==> config.mk <==
export PLATFORM = sky130hd
export DESIGN_NAME = tsb_ctrl
export DESIGN_NICKNAME = d
export VERILOG_FILES = /design/src/inc/tsb_pkg.sv /design/src/design/tsb_ctrl.sv
export SDC_FILE = /design/constraint.sdc
export NUM_CORES = 1
export LEC_CHECK = 0
export ABC_AREA = 1
export ABC_CLOCK_PERIOD_IN_PS = 7300
export BUFFER_PORTS_ARGS = -buffer_cell sky130_fd_sc_hd__buf_2
export CAP_MARGIN = 20
export CORE_MARGIN = 2
export CORE_UTILIZATION = 35
export CTS_BUF_LIST = sky130_fd_sc_hd__clkbuf_8
export CTS_CLUSTER_DIAMETER = 30
export CTS_CLUSTER_SIZE = 40
export DETAILED_ROUTE_END_ITERATION = 12
export GPL_ROUTABILITY_DRIVEN = 0
export PLACE_DENSITY = 0.58
export RECOVER_POWER = 50
export SYNTH_ARGS = -nofsm -noshare
export SYNTH_HDL_FRONTEND = slang
export SYNTH_SLANG_ARGS = --single-unit
==> constraint.sdc <==
create_clock -name clk_in -period 7.3 [get_ports clk_in]
set_input_delay 0 -clock clk_in [delete_from_list [all_inputs] [get_ports clk_in]]
set_output_delay 0 -clock clk_in [all_outputs]
set_load 0.005 [all_outputs]
==> src/inc/tsb_pkg.sv <==
package tsb_pkg;
    // register map, byte addresses
    localparam logic [11:0] TSB_ADDR_CTRL   = 12'h000;
    localparam logic [11:0] TSB_ADDR_STATUS = 12'h004;
    localparam logic [7:0]  TSB_CTRL_RST    = 8'h00;

    // control fields: per-level filter enables then unit controls
    localparam int TSB_CTRL_USER_EN  = 0;
    localparam int TSB_CTRL_KERN_EN  = 1;
    localparam int TSB_CTRL_HYP_EN   = 2;
    localparam int TSB_CTRL_HUSER_EN = 3;
    localparam int TSB_CTRL_UNIT_EN  = 4;
    localparam int TSB_CTRL_OSLOCK   = 5;
    localparam int TSB_CTRL_CTX_EN   = 6;
    localparam int TSB_CTRL_TS_EN    = 7;

    // status fields
    localparam int TSB_ST_BUSY   = 0;
    localparam int TSB_ST_QUIET  = 1;
    localparam int TSB_ST_FLUSH  = 2;
    localparam int TSB_ST_FIN    = 3;
    localparam int TSB_ST_CMPL   = 4;
    localparam int TSB_ST_TMO    = 5;
    localparam int TSB_ST_UNFIN  = 8;
    localparam int TSB_ST_INCMPL = 16;

    // operation counters
    localparam int TSB_CNT_W = 8;

    // bound on accept, discard or reject of trace data
    localparam int TSB_CLK_PERIOD_PS   = 5000;
    localparam int TSB_RESOLVE_NS      = 1000;
    localparam int TSB_RESOLVE_CYC     =
        (TSB_RESOLVE_NS * 1000) / TSB_CLK_PERIOD_PS;
    localparam int TSB_TMO_W = 11;

    // who a register access belongs to
    typedef enum logic [2:0] {
        TSB_ACC_NONE  = 3'b000,
        TSB_ACC_INSTR = 3'b001,
        TSB_ACC_OP    = 3'b010,
        TSB_ACC_OTHER = 3'b100
    } tsb_acc_t;

    // barrier sequencer
    typedef enum logic [1:0] {
        TSB_B_IDLE  = 2'b01,
        TSB_B_DRAIN = 2'b10
    } tsb_bst_t;
endpackage : tsb_pkg

==> src/design/tsb_ctrl.sv <==
// The implementer's own choices: the register addresses and the APB slave port.
`timescale 1ns/1ps
// Notes on behaviour
// RULE1 - trace operations run decoupled; their register accesses are external
// RULE2 - filter enable reads for the trace decision belong to the instruction
// RULE3 - each trace register access is tagged instruction, operation or other
// RULE4 - instruction also reads unit enable and os lock to decide on tracing
// RULE5 - operation reads context id and counter offset when those are enabled
// RULE6 - buffer writer register accesses belong to the operation in progress
// RULE7 - software issues the barrier to synchronise trace with execution
// RULE8 - trace data is accepted, discarded or rejected within bounded time
// RULE9 - memory write and register effects need explicit sync to complete
// RULE10 - executing the barrier raises a trace synchronisation event
// RULE11 - operation finished only when all its indirect accesses performed
// RULE12 - operation starting a flush finishes after flush and its writes end
// RULE13 - finishing does not wait for external abort register writes
// RULE14 - complete means finished, memory done and abort writes performed
// RULE15 - barrier in prohibited region waits for earlier operations to finish
// RULE16 - before barrier ends trace unit goes quiet while region prohibited
// RULE17 - a flush started before barrier end must complete before it ends
// RULE18 - register writes after barrier ordered after earlier trace accesses
// RULE19 - barrier never waits for an empty pipeline under continuous trace
// RULE20 - unfinished barrier may be abandoned for an interrupt, then reruns
// RULE21 - barrier otherwise unordered; software adds barriers as needed
// RULE22 - writer reports when all accepted operations are finished
module tsb_ctrl (
    // clock and reset
    input  wire  logic                  clk_in,
    input  wire  logic                  arst_n_in,
    // apb slave
    input  wire  logic                  psel_in,
    input  wire  logic                  penable_in,
    input  wire  logic                  pwrite_in,
    input  wire  logic [11:0]           paddr_in,
    input  wire  logic [31:0]           pwdata_in,
    output logic       [31:0]           prdata_out,
    output logic                        pready_out,
    output logic                        pslverr_out,
    // pipeline side
    input  wire  logic                  instr_valid_in,
    input  wire  logic [1:0]            instr_level_in,
    input  wire  logic                  ctx_sync_in,
    input  wire  logic                  prohibited_in,
    input  wire  logic                  debug_state_in,
    input  wire  logic                  barrier_in,
    input  wire  logic                  irq_in,
    output logic                        barrier_busy_out,
    output logic                        barrier_retire_out,
    output logic                        barrier_abandon_out,
    output logic                        sync_event_out,
    // trace unit side
    input  wire  logic                  resource_acc_in,
    input  wire  logic                  trigger_in,
    output logic                        trace_op_out,
    output logic                        ctx_id_rd_out,
    output logic                        cnt_off_rd_out,
    output tsb_pkg::tsb_acc_t           acc_class_out,
    output logic                        quiet_out,
    // buffer writer side
    input  wire  logic                  writer_acc_in,
    input  wire  logic                  op_accept_in,
    input  wire  logic                  op_drop_in,
    input  wire  logic                  op_fin_in,
    input  wire  logic                  op_cmpl_in,
    input  wire  logic                  flush_done_in,
    output logic                        all_fin_out,
    output logic                        all_cmpl_out,
    output logic                        resolve_tmo_out
);
    import tsb_pkg::*;

    localparam logic [TSB_CNT_W-1:0] CNT_ONE = {{(TSB_CNT_W-1){1'b0}}, 1'b1};
    localparam logic [TSB_CNT_W-1:0] CNT_ZERO = '0;
    localparam logic [TSB_TMO_W-1:0] TMO_LIMIT =
        TSB_TMO_W'(TSB_RESOLVE_CYC);

    typedef struct packed {
        logic [7:0]           ctrl;
        logic                 pready;
        logic                 pslverr;
        logic [31:0]          prdata;
        logic                 trace_op;
        logic                 ctx_rd;
        logic                 cnt_rd;
        tsb_acc_t             acc;
        logic                 sync_ev;
        logic                 busy;
        logic                 retire;
        logic                 abandon;
        logic                 quiet;
        logic                 all_fin;
        logic                 all_cmpl;
        logic                 tmo;
        logic                 prohib_mode;
        logic                 flushing;
        logic [TSB_CNT_W-1:0] unres;
        logic [TSB_CNT_W-1:0] unfin;
        logic [TSB_CNT_W-1:0] incmpl;
        logic [TSB_CNT_W-1:0] pre_cse;
        logic [TSB_TMO_W-1:0] tmo_cnt;
        tsb_bst_t             bst;
    } tsb_state_t;

    tsb_state_t st_reg;
    tsb_state_t st_next;

    logic       filt_ok;
    logic       gen;
    logic       fin;
    logic       apb_setup;
    logic       apb_done;
    logic       hit_ctrl;
    logic       hit_status;
    logic       trig_seen;
    logic [31:0] status_word;

    // trace decision reads filter, enable and os lock for this instruction
    always_comb begin
        unique case (instr_level_in)
            2'd0:    filt_ok = st_reg.ctrl[TSB_CTRL_USER_EN];   // RULE2
            2'd1:    filt_ok = st_reg.ctrl[TSB_CTRL_KERN_EN];   // RULE2
            2'd2:    filt_ok = st_reg.ctrl[TSB_CTRL_HYP_EN];    // RULE2
            default: filt_ok = st_reg.ctrl[TSB_CTRL_HUSER_EN];  // RULE2
        endcase
    end

    // a quiet unit makes no operations and ignores triggers
    assign gen = instr_valid_in && filt_ok && !st_reg.quiet
               && st_reg.ctrl[TSB_CTRL_UNIT_EN]                 // RULE4
               && !st_reg.ctrl[TSB_CTRL_OSLOCK];                // RULE4
    assign trig_seen = trigger_in && !st_reg.quiet;             // RULE16
    // a dropped operation has nothing left to perform
    assign fin = op_fin_in || op_drop_in;                       // RULE11

    // apb decode; answer one cycle into the access phase
    // the wait state buys a pready that comes from a flop
    assign apb_setup  = psel_in && penable_in && !st_reg.pready;
    assign apb_done   = psel_in && penable_in && st_reg.pready;
    assign hit_ctrl   = paddr_in == TSB_ADDR_CTRL;
    assign hit_status = paddr_in == TSB_ADDR_STATUS;

    always_comb begin
        status_word = '0;
        status_word[TSB_ST_BUSY]  = st_reg.busy;
        status_word[TSB_ST_QUIET] = st_reg.quiet;
        status_word[TSB_ST_FLUSH] = st_reg.flushing;
        status_word[TSB_ST_FIN]   = st_reg.all_fin;
        status_word[TSB_ST_CMPL]  = st_reg.all_cmpl;
        status_word[TSB_ST_TMO]   = st_reg.tmo;
        status_word[TSB_ST_UNFIN +: TSB_CNT_W]  = st_reg.unfin;
        status_word[TSB_ST_INCMPL +: TSB_CNT_W] = st_reg.incmpl;
    end

    // whole next state
    always_comb begin
        st_next = st_reg;
        st_next.retire  = 1'b0;
        st_next.abandon = 1'b0;
        st_next.sync_ev = 1'b0;

        // register bus
        if (apb_setup) begin
            st_next.pready  = 1'b1;
            st_next.pslverr = !(hit_ctrl || hit_status);
            st_next.prdata  = hit_ctrl ? {24'h000000, st_reg.ctrl}
                            : hit_status ? status_word : 32'h00000000;
        end else if (apb_done) begin
            st_next.pready  = 1'b0;
            st_next.pslverr = 1'b0;
            st_next.prdata  = 32'h00000000;
        end
        if (apb_done && pwrite_in && hit_ctrl) begin
            st_next.ctrl = pwdata_in[7:0];
        end

        // operation launch and its own register reads
        st_next.trace_op = gen;
        st_next.ctx_rd = gen && st_reg.ctrl[TSB_CTRL_CTX_EN];   // RULE5
        st_next.cnt_rd = gen && st_reg.ctrl[TSB_CTRL_TS_EN];    // RULE5

        // ownership of each access, instruction first
        if (instr_valid_in) begin
            st_next.acc = TSB_ACC_INSTR;                        // RULE3
        end else if (writer_acc_in) begin
            st_next.acc = TSB_ACC_OP;                           // RULE6
        end else if (resource_acc_in) begin
            st_next.acc = TSB_ACC_OTHER;                        // RULE3
        end else begin
            st_next.acc = TSB_ACC_NONE;
        end

        // bookkeeping runs apart from the pipeline
        st_next.unres = st_reg.unres + (gen ? CNT_ONE : CNT_ZERO)
                      - ((op_accept_in || op_drop_in) ? CNT_ONE
                                                      : CNT_ZERO); // RULE1
        st_next.unfin = st_reg.unfin + (gen ? CNT_ONE : CNT_ZERO)
                      - (fin ? CNT_ONE : CNT_ZERO);             // RULE11
        // abort writes only gate completion, never finishing
        st_next.incmpl = st_reg.incmpl
                       + (op_accept_in ? CNT_ONE : CNT_ZERO)
                       - (op_cmpl_in ? CNT_ONE : CNT_ZERO);     // RULE13

        // flush holds finishing until its end writes are done
        if (trig_seen) begin
            st_next.flushing = 1'b1;                            // RULE12
        end else if (flush_done_in) begin
            st_next.flushing = 1'b0;                            // RULE12
        end

        // bounded resolution watchdog; set wins over clear
        if (st_reg.unres == CNT_ZERO || op_accept_in || op_drop_in) begin
            st_next.tmo_cnt = '0;
        end else if (st_reg.tmo_cnt != TMO_LIMIT) begin
            st_next.tmo_cnt = st_reg.tmo_cnt + 1'b1;
        end
        if (st_reg.tmo_cnt == TMO_LIMIT) begin
            st_next.tmo = 1'b1;                                 // RULE8
        end else if (apb_done && pwrite_in && hit_status
                     && pwdata_in[TSB_ST_TMO]) begin
            st_next.tmo = 1'b0;
        end

        // only operations up to the sync event are waited for
        if (ctx_sync_in) begin
            st_next.pre_cse = st_next.unfin;                    // RULE19
            st_next.prohib_mode = prohibited_in && !debug_state_in;
        end else if (fin && st_reg.pre_cse != CNT_ZERO) begin
            st_next.pre_cse = st_reg.pre_cse - CNT_ONE;
        end

        // quiet lasts while execution stays prohibited
        if (!prohibited_in) begin
            st_next.quiet = 1'b0;                               // RULE16
        end

        // barrier sequencer
        unique case (st_reg.bst)
            TSB_B_IDLE: begin
                if (barrier_in) begin
                    st_next.sync_ev = 1'b1;                     // RULE10
                    st_next.busy    = 1'b1;                     // RULE18
                    st_next.bst     = TSB_B_DRAIN;
                    if (st_reg.prohib_mode && prohibited_in) begin
                        st_next.quiet = 1'b1;                   // RULE16
                    end
                end
            end
            TSB_B_DRAIN: begin
                if (irq_in && !debug_state_in) begin
                    st_next.abandon = 1'b1;                     // RULE20
                    st_next.busy    = 1'b0;
                    st_next.bst     = TSB_B_IDLE;
                end else if (st_reg.pre_cse == CNT_ZERO          // RULE15
                             && !st_reg.flushing                // RULE17
                             && !trig_seen) begin
                    st_next.retire = 1'b1;                      // RULE21
                    st_next.busy   = 1'b0;
                    st_next.bst    = TSB_B_IDLE;
                end
            end
        endcase

        // summary for the pipeline; completion needs explicit sync
        st_next.all_fin  = st_next.unfin == CNT_ZERO
                         && !st_next.flushing;                  // RULE22
        st_next.all_cmpl = st_next.all_fin
                         && st_next.incmpl == CNT_ZERO;         // RULE9 RULE14
    end

    // single state register
    always_ff @(posedge clk_in or negedge arst_n_in) begin
        if (!arst_n_in) begin
            st_reg          <= '0;
            st_reg.ctrl     <= TSB_CTRL_RST;
            st_reg.acc      <= TSB_ACC_NONE;
            st_reg.bst      <= TSB_B_IDLE;
            st_reg.all_fin  <= 1'b1;
            st_reg.all_cmpl <= 1'b1;
        end else begin
            st_reg <= st_next;
        end
    end

    // outputs straight from the state register
    assign prdata_out          = st_reg.prdata;
    assign pready_out          = st_reg.pready;
    assign pslverr_out         = st_reg.pslverr;
    assign barrier_busy_out    = st_reg.busy;
    assign barrier_retire_out  = st_reg.retire;
    assign barrier_abandon_out = st_reg.abandon;
    assign sync_event_out      = st_reg.sync_ev;
    assign trace_op_out        = st_reg.trace_op;
    assign ctx_id_rd_out       = st_reg.ctx_rd;
    assign cnt_off_rd_out      = st_reg.cnt_rd;
    assign acc_class_out       = st_reg.acc;
    assign quiet_out           = st_reg.quiet;
    assign all_fin_out         = st_reg.all_fin;
    assign all_cmpl_out        = st_reg.all_cmpl;
    assign resolve_tmo_out     = st_reg.tmo;
endmodule : tsb_ctrl

==> reports/metrics.cfg <==
[route]
dr.pass1.iters = 4
vias_per_cell = 4.52
drc = 0
wl_per_cell_um = 11.8
wl_um = 11000
dr_total_vias = 4194
drt_iter0_markers = 259
postRouteAntennaNets = 0

[synthesis]
netlist_area_mm2 = 0.00531
ys_types = 35
synth_top_cell_area_share_pct = 43.4
synth_seq_cells = 95
synth_edf_count = 0
synth_common_cells = nand2_1 (146), inv_1 (117), dfrtp_1 (92)
syn_avg_cell_area_um2 = 8.12
synth_most_common_cell = nand2_1
yosysWarningCount = 0
async_flop_share_pct = 100
synth_top_flop_cell = dfrtp_1
synth_top_cell_by_area = dfrtp_1
synth_cells = 654
ys_seq_area_share_pct = 44.8
synth.area.top_cells = dfrtp_1 (43%), nand2_1 (10%), inv_1 (8.3%), ha_1 (7.3%), buf_4 (4.9%)

[sta]
tns_ns = 0
setup_viol = 0
relSlewSlack_pct = -16.3
fin_crit_sh_pct = 41.3
tightest_slew_ns = 1.74
finalHoldViolations = 0
max_freq_mhz = 331
fin_skew_ns = 0.0110
finalCriticalPeriod_ns = 3.02
drv_slew = 33
rsz0062_at_grt = no

[floorplan]
core_mm2 = 0.0150
fp.dieW_um = 127
die_h_um = 127
fp.dieArea_mm2 = 0.0162
rows = 45
io_pins = 113
initial_core_util_pct = 35.3

[global_route]
grt_antenna_before_repair = 0
grt-ovfl-total = 0
grt_start_max_net_pins = 65
grt_pass1_vias = 3980
grt_pass1_wl_um = 18500
globalRouteTotalUtil_pct = 14.5

[cts]
max-clock-path-buffers = 2
ctsRootBufferMaster = clkbuf_8
cts.sinks = 95
cts_buffers = 9
ctsResizeCount = 0
tritoncts = done
htreeDepth = 3
clkTransAtPathRegs_ns = 0.10
clk_latency_ns = 0.38

[min_path]
min_from = debug_state_in
hold_path_class = in2reg

[pwr]
vdd.ir_drop.worst_mv = 0.116
power_mw = 2.08
p_leak_nw = 3.27
power.density_mw_per_mm2 = 341

[critical_path]
timing.rr.start = st_reg[95]
worstPathCellList = or2_2 > o21ai_0 > o22ai_1 > nand2_1 > ha_1 > inv_1 > ha_1 > inv_1 > fa_1 > nand3b_1 > nand2_1 > nand3_1 > nand2_1 > nand2_1 > nand2_1 > nand2_1 > nand2_1 > nand2_1
required_ns = 7.57
slowest_stage = dfrtp_1
worst-path-buf-inv = 2
regToRegSetupSlack_ns = 4.28
cp_data_arrival_time_ns = 3.29
setup.worst_path.end_class = flop
setup.worst_path.start = st_reg[95]
max_stage_delay_ns = 0.41
crit_end = st_reg[19]
cp.depth = 18
path_class = reg2reg
crit_path_start_kind = flop
r2r_cells = 18
crit_top_cell = nand2_1
rr_endpoint = st_reg[19]
path_max_fanout = 5
cp_top_family = simple AND/OR/NAND/NOR gates

[finish]
areaGrowthSynthToFinish_pct = 14.6
final_nets = 833
drive_gt1_share_pct = 12.2
diodes = 0
largest_reg_flops = 55

[placement]
hpwl_um = 7960
portBuffers = 80

[run_status]
outcome = finished with violations
violations = max-capacitance violations, max-slew violations

[job]
drv_cap = 1

[worst register-to-register path: stages (launching register included)]
cell	delay, ns
dfrtp_1	0.41
or2_2	0.27
o21ai_0	0.08
o22ai_1	0.09
nand2_1	0.25
ha_1	0.29
inv_1	0.05
ha_1	0.18
inv_1	0.06
fa_1	0.39
nand3b_1	0.20
nand2_1	0.10
nand3_1	0.10
nand2_1	0.08
nand2_1	0.04
nand2_1	0.13
nand2_1	0.07
nand2_1	0.08
nand2_1	0.04
[what timing repair did]
item / in CTS / in global routing
buffers inserted: 0 / 0
hold endpoints to repair: 56 / 0
hold buffers: 25 / 0
[layout make-up]
| cell class | count | area (um2) |
|---|---|---|
| timing repair buffer | 106 | 631 |
| clock buffer | 10 | 138 |
| inverter | 117 | 439 |
| tap | 188 | 235 |
| clock inverter | 6 | 60.1 |
| multi-input combinational | 405 | 2200 |
| fill | 1538 | 8950 |
| sequential | 95 | 2380 |
[worst min path at each step]
stage | endpoint | slack [ns] | depth (start not counted)
finish | barrier_retire_out | 0.03 | 5
global route | barrier_retire_out | 0.03 | 5
CTS | barrier_retire_out | 0.003 | 5
detailed placement | st_reg[42] | -0.03 | 1
global placement | st_reg[42] | -0.03 | 1
floorplan | acc_class_out[0] | -0.30 | 0
[cells in the final DEF, fill, tap and decap left out, drive strengths merged]
cell,count
bufinv,1
o21a,3
o22ai,3
xor2,10
or2,5
a21boi,1
clkbuf,31
o21ai,48
conb,8
dlygate4sd3,25
fa,3
nand3,39
dfrtp,92
xnor2,3
nand2,147
a21oi,25
inv,117
and3,2
nand4,11
nor3,10
nor2,46
a21o,1
ha,31
buf,60
nor4,1
o31ai,3
clkinv,3
o211ai,1
dfstp,3
clkinvlp,2
nand3b,4
[per-layer routing]
metal / part of all wire (%) / vias up / track usage (%)
met3: 3.6 / 16 / 2.60
met4: 2.8 / 0 / 7.24
met5: 0 / - / 0
met1: 48 / 1917 / 18.4
met2: 46 / 85 / 23.9
li1: - / 2176 / -
[per-stage QoR]
step / area [um2] / util, % / setup slack, ns / hold slack, ns / std cells
after global routing: 6080 / 40.5 / 4.07 / 0.0305 / 927
after floorplan: 5340 / - / 4.75 / -0.296 / 661
after detailed placement: 5670 / 37.7 / 4.29 / -0.0312 / 886
after global placement: 5670 / 37.7 / 4.32 / -0.0306 / 886
after CTS: 6110 / 40.7 / 4.27 / 0.00314 / 927
final: 6080 / 40.5 / 4.28 / 0.0298 / 927
[report_power, final]
group,switching [mW],internal [mW]
registers,0.0710,0.648
logic,0.620,0.383
clock network,0.188,0.166
[logic make-up (layout without fill, tap and decap cells)]
logic type                 count (synthesis)  in the layout  synth area share (%)
other                                      1              8                0.0706
DFF                                       95             95                  44.8
xor gates and xnor gates                  13             13                  2.14
AOI/OAI and AO/OA                         85             85                  9.07
buffers and inverters                    161            239                  14.2
and+or+nand+nor                          265            265                  21.2
adders and majority gates                 34             34                  8.44
Power figures use the tool's default switching activity.
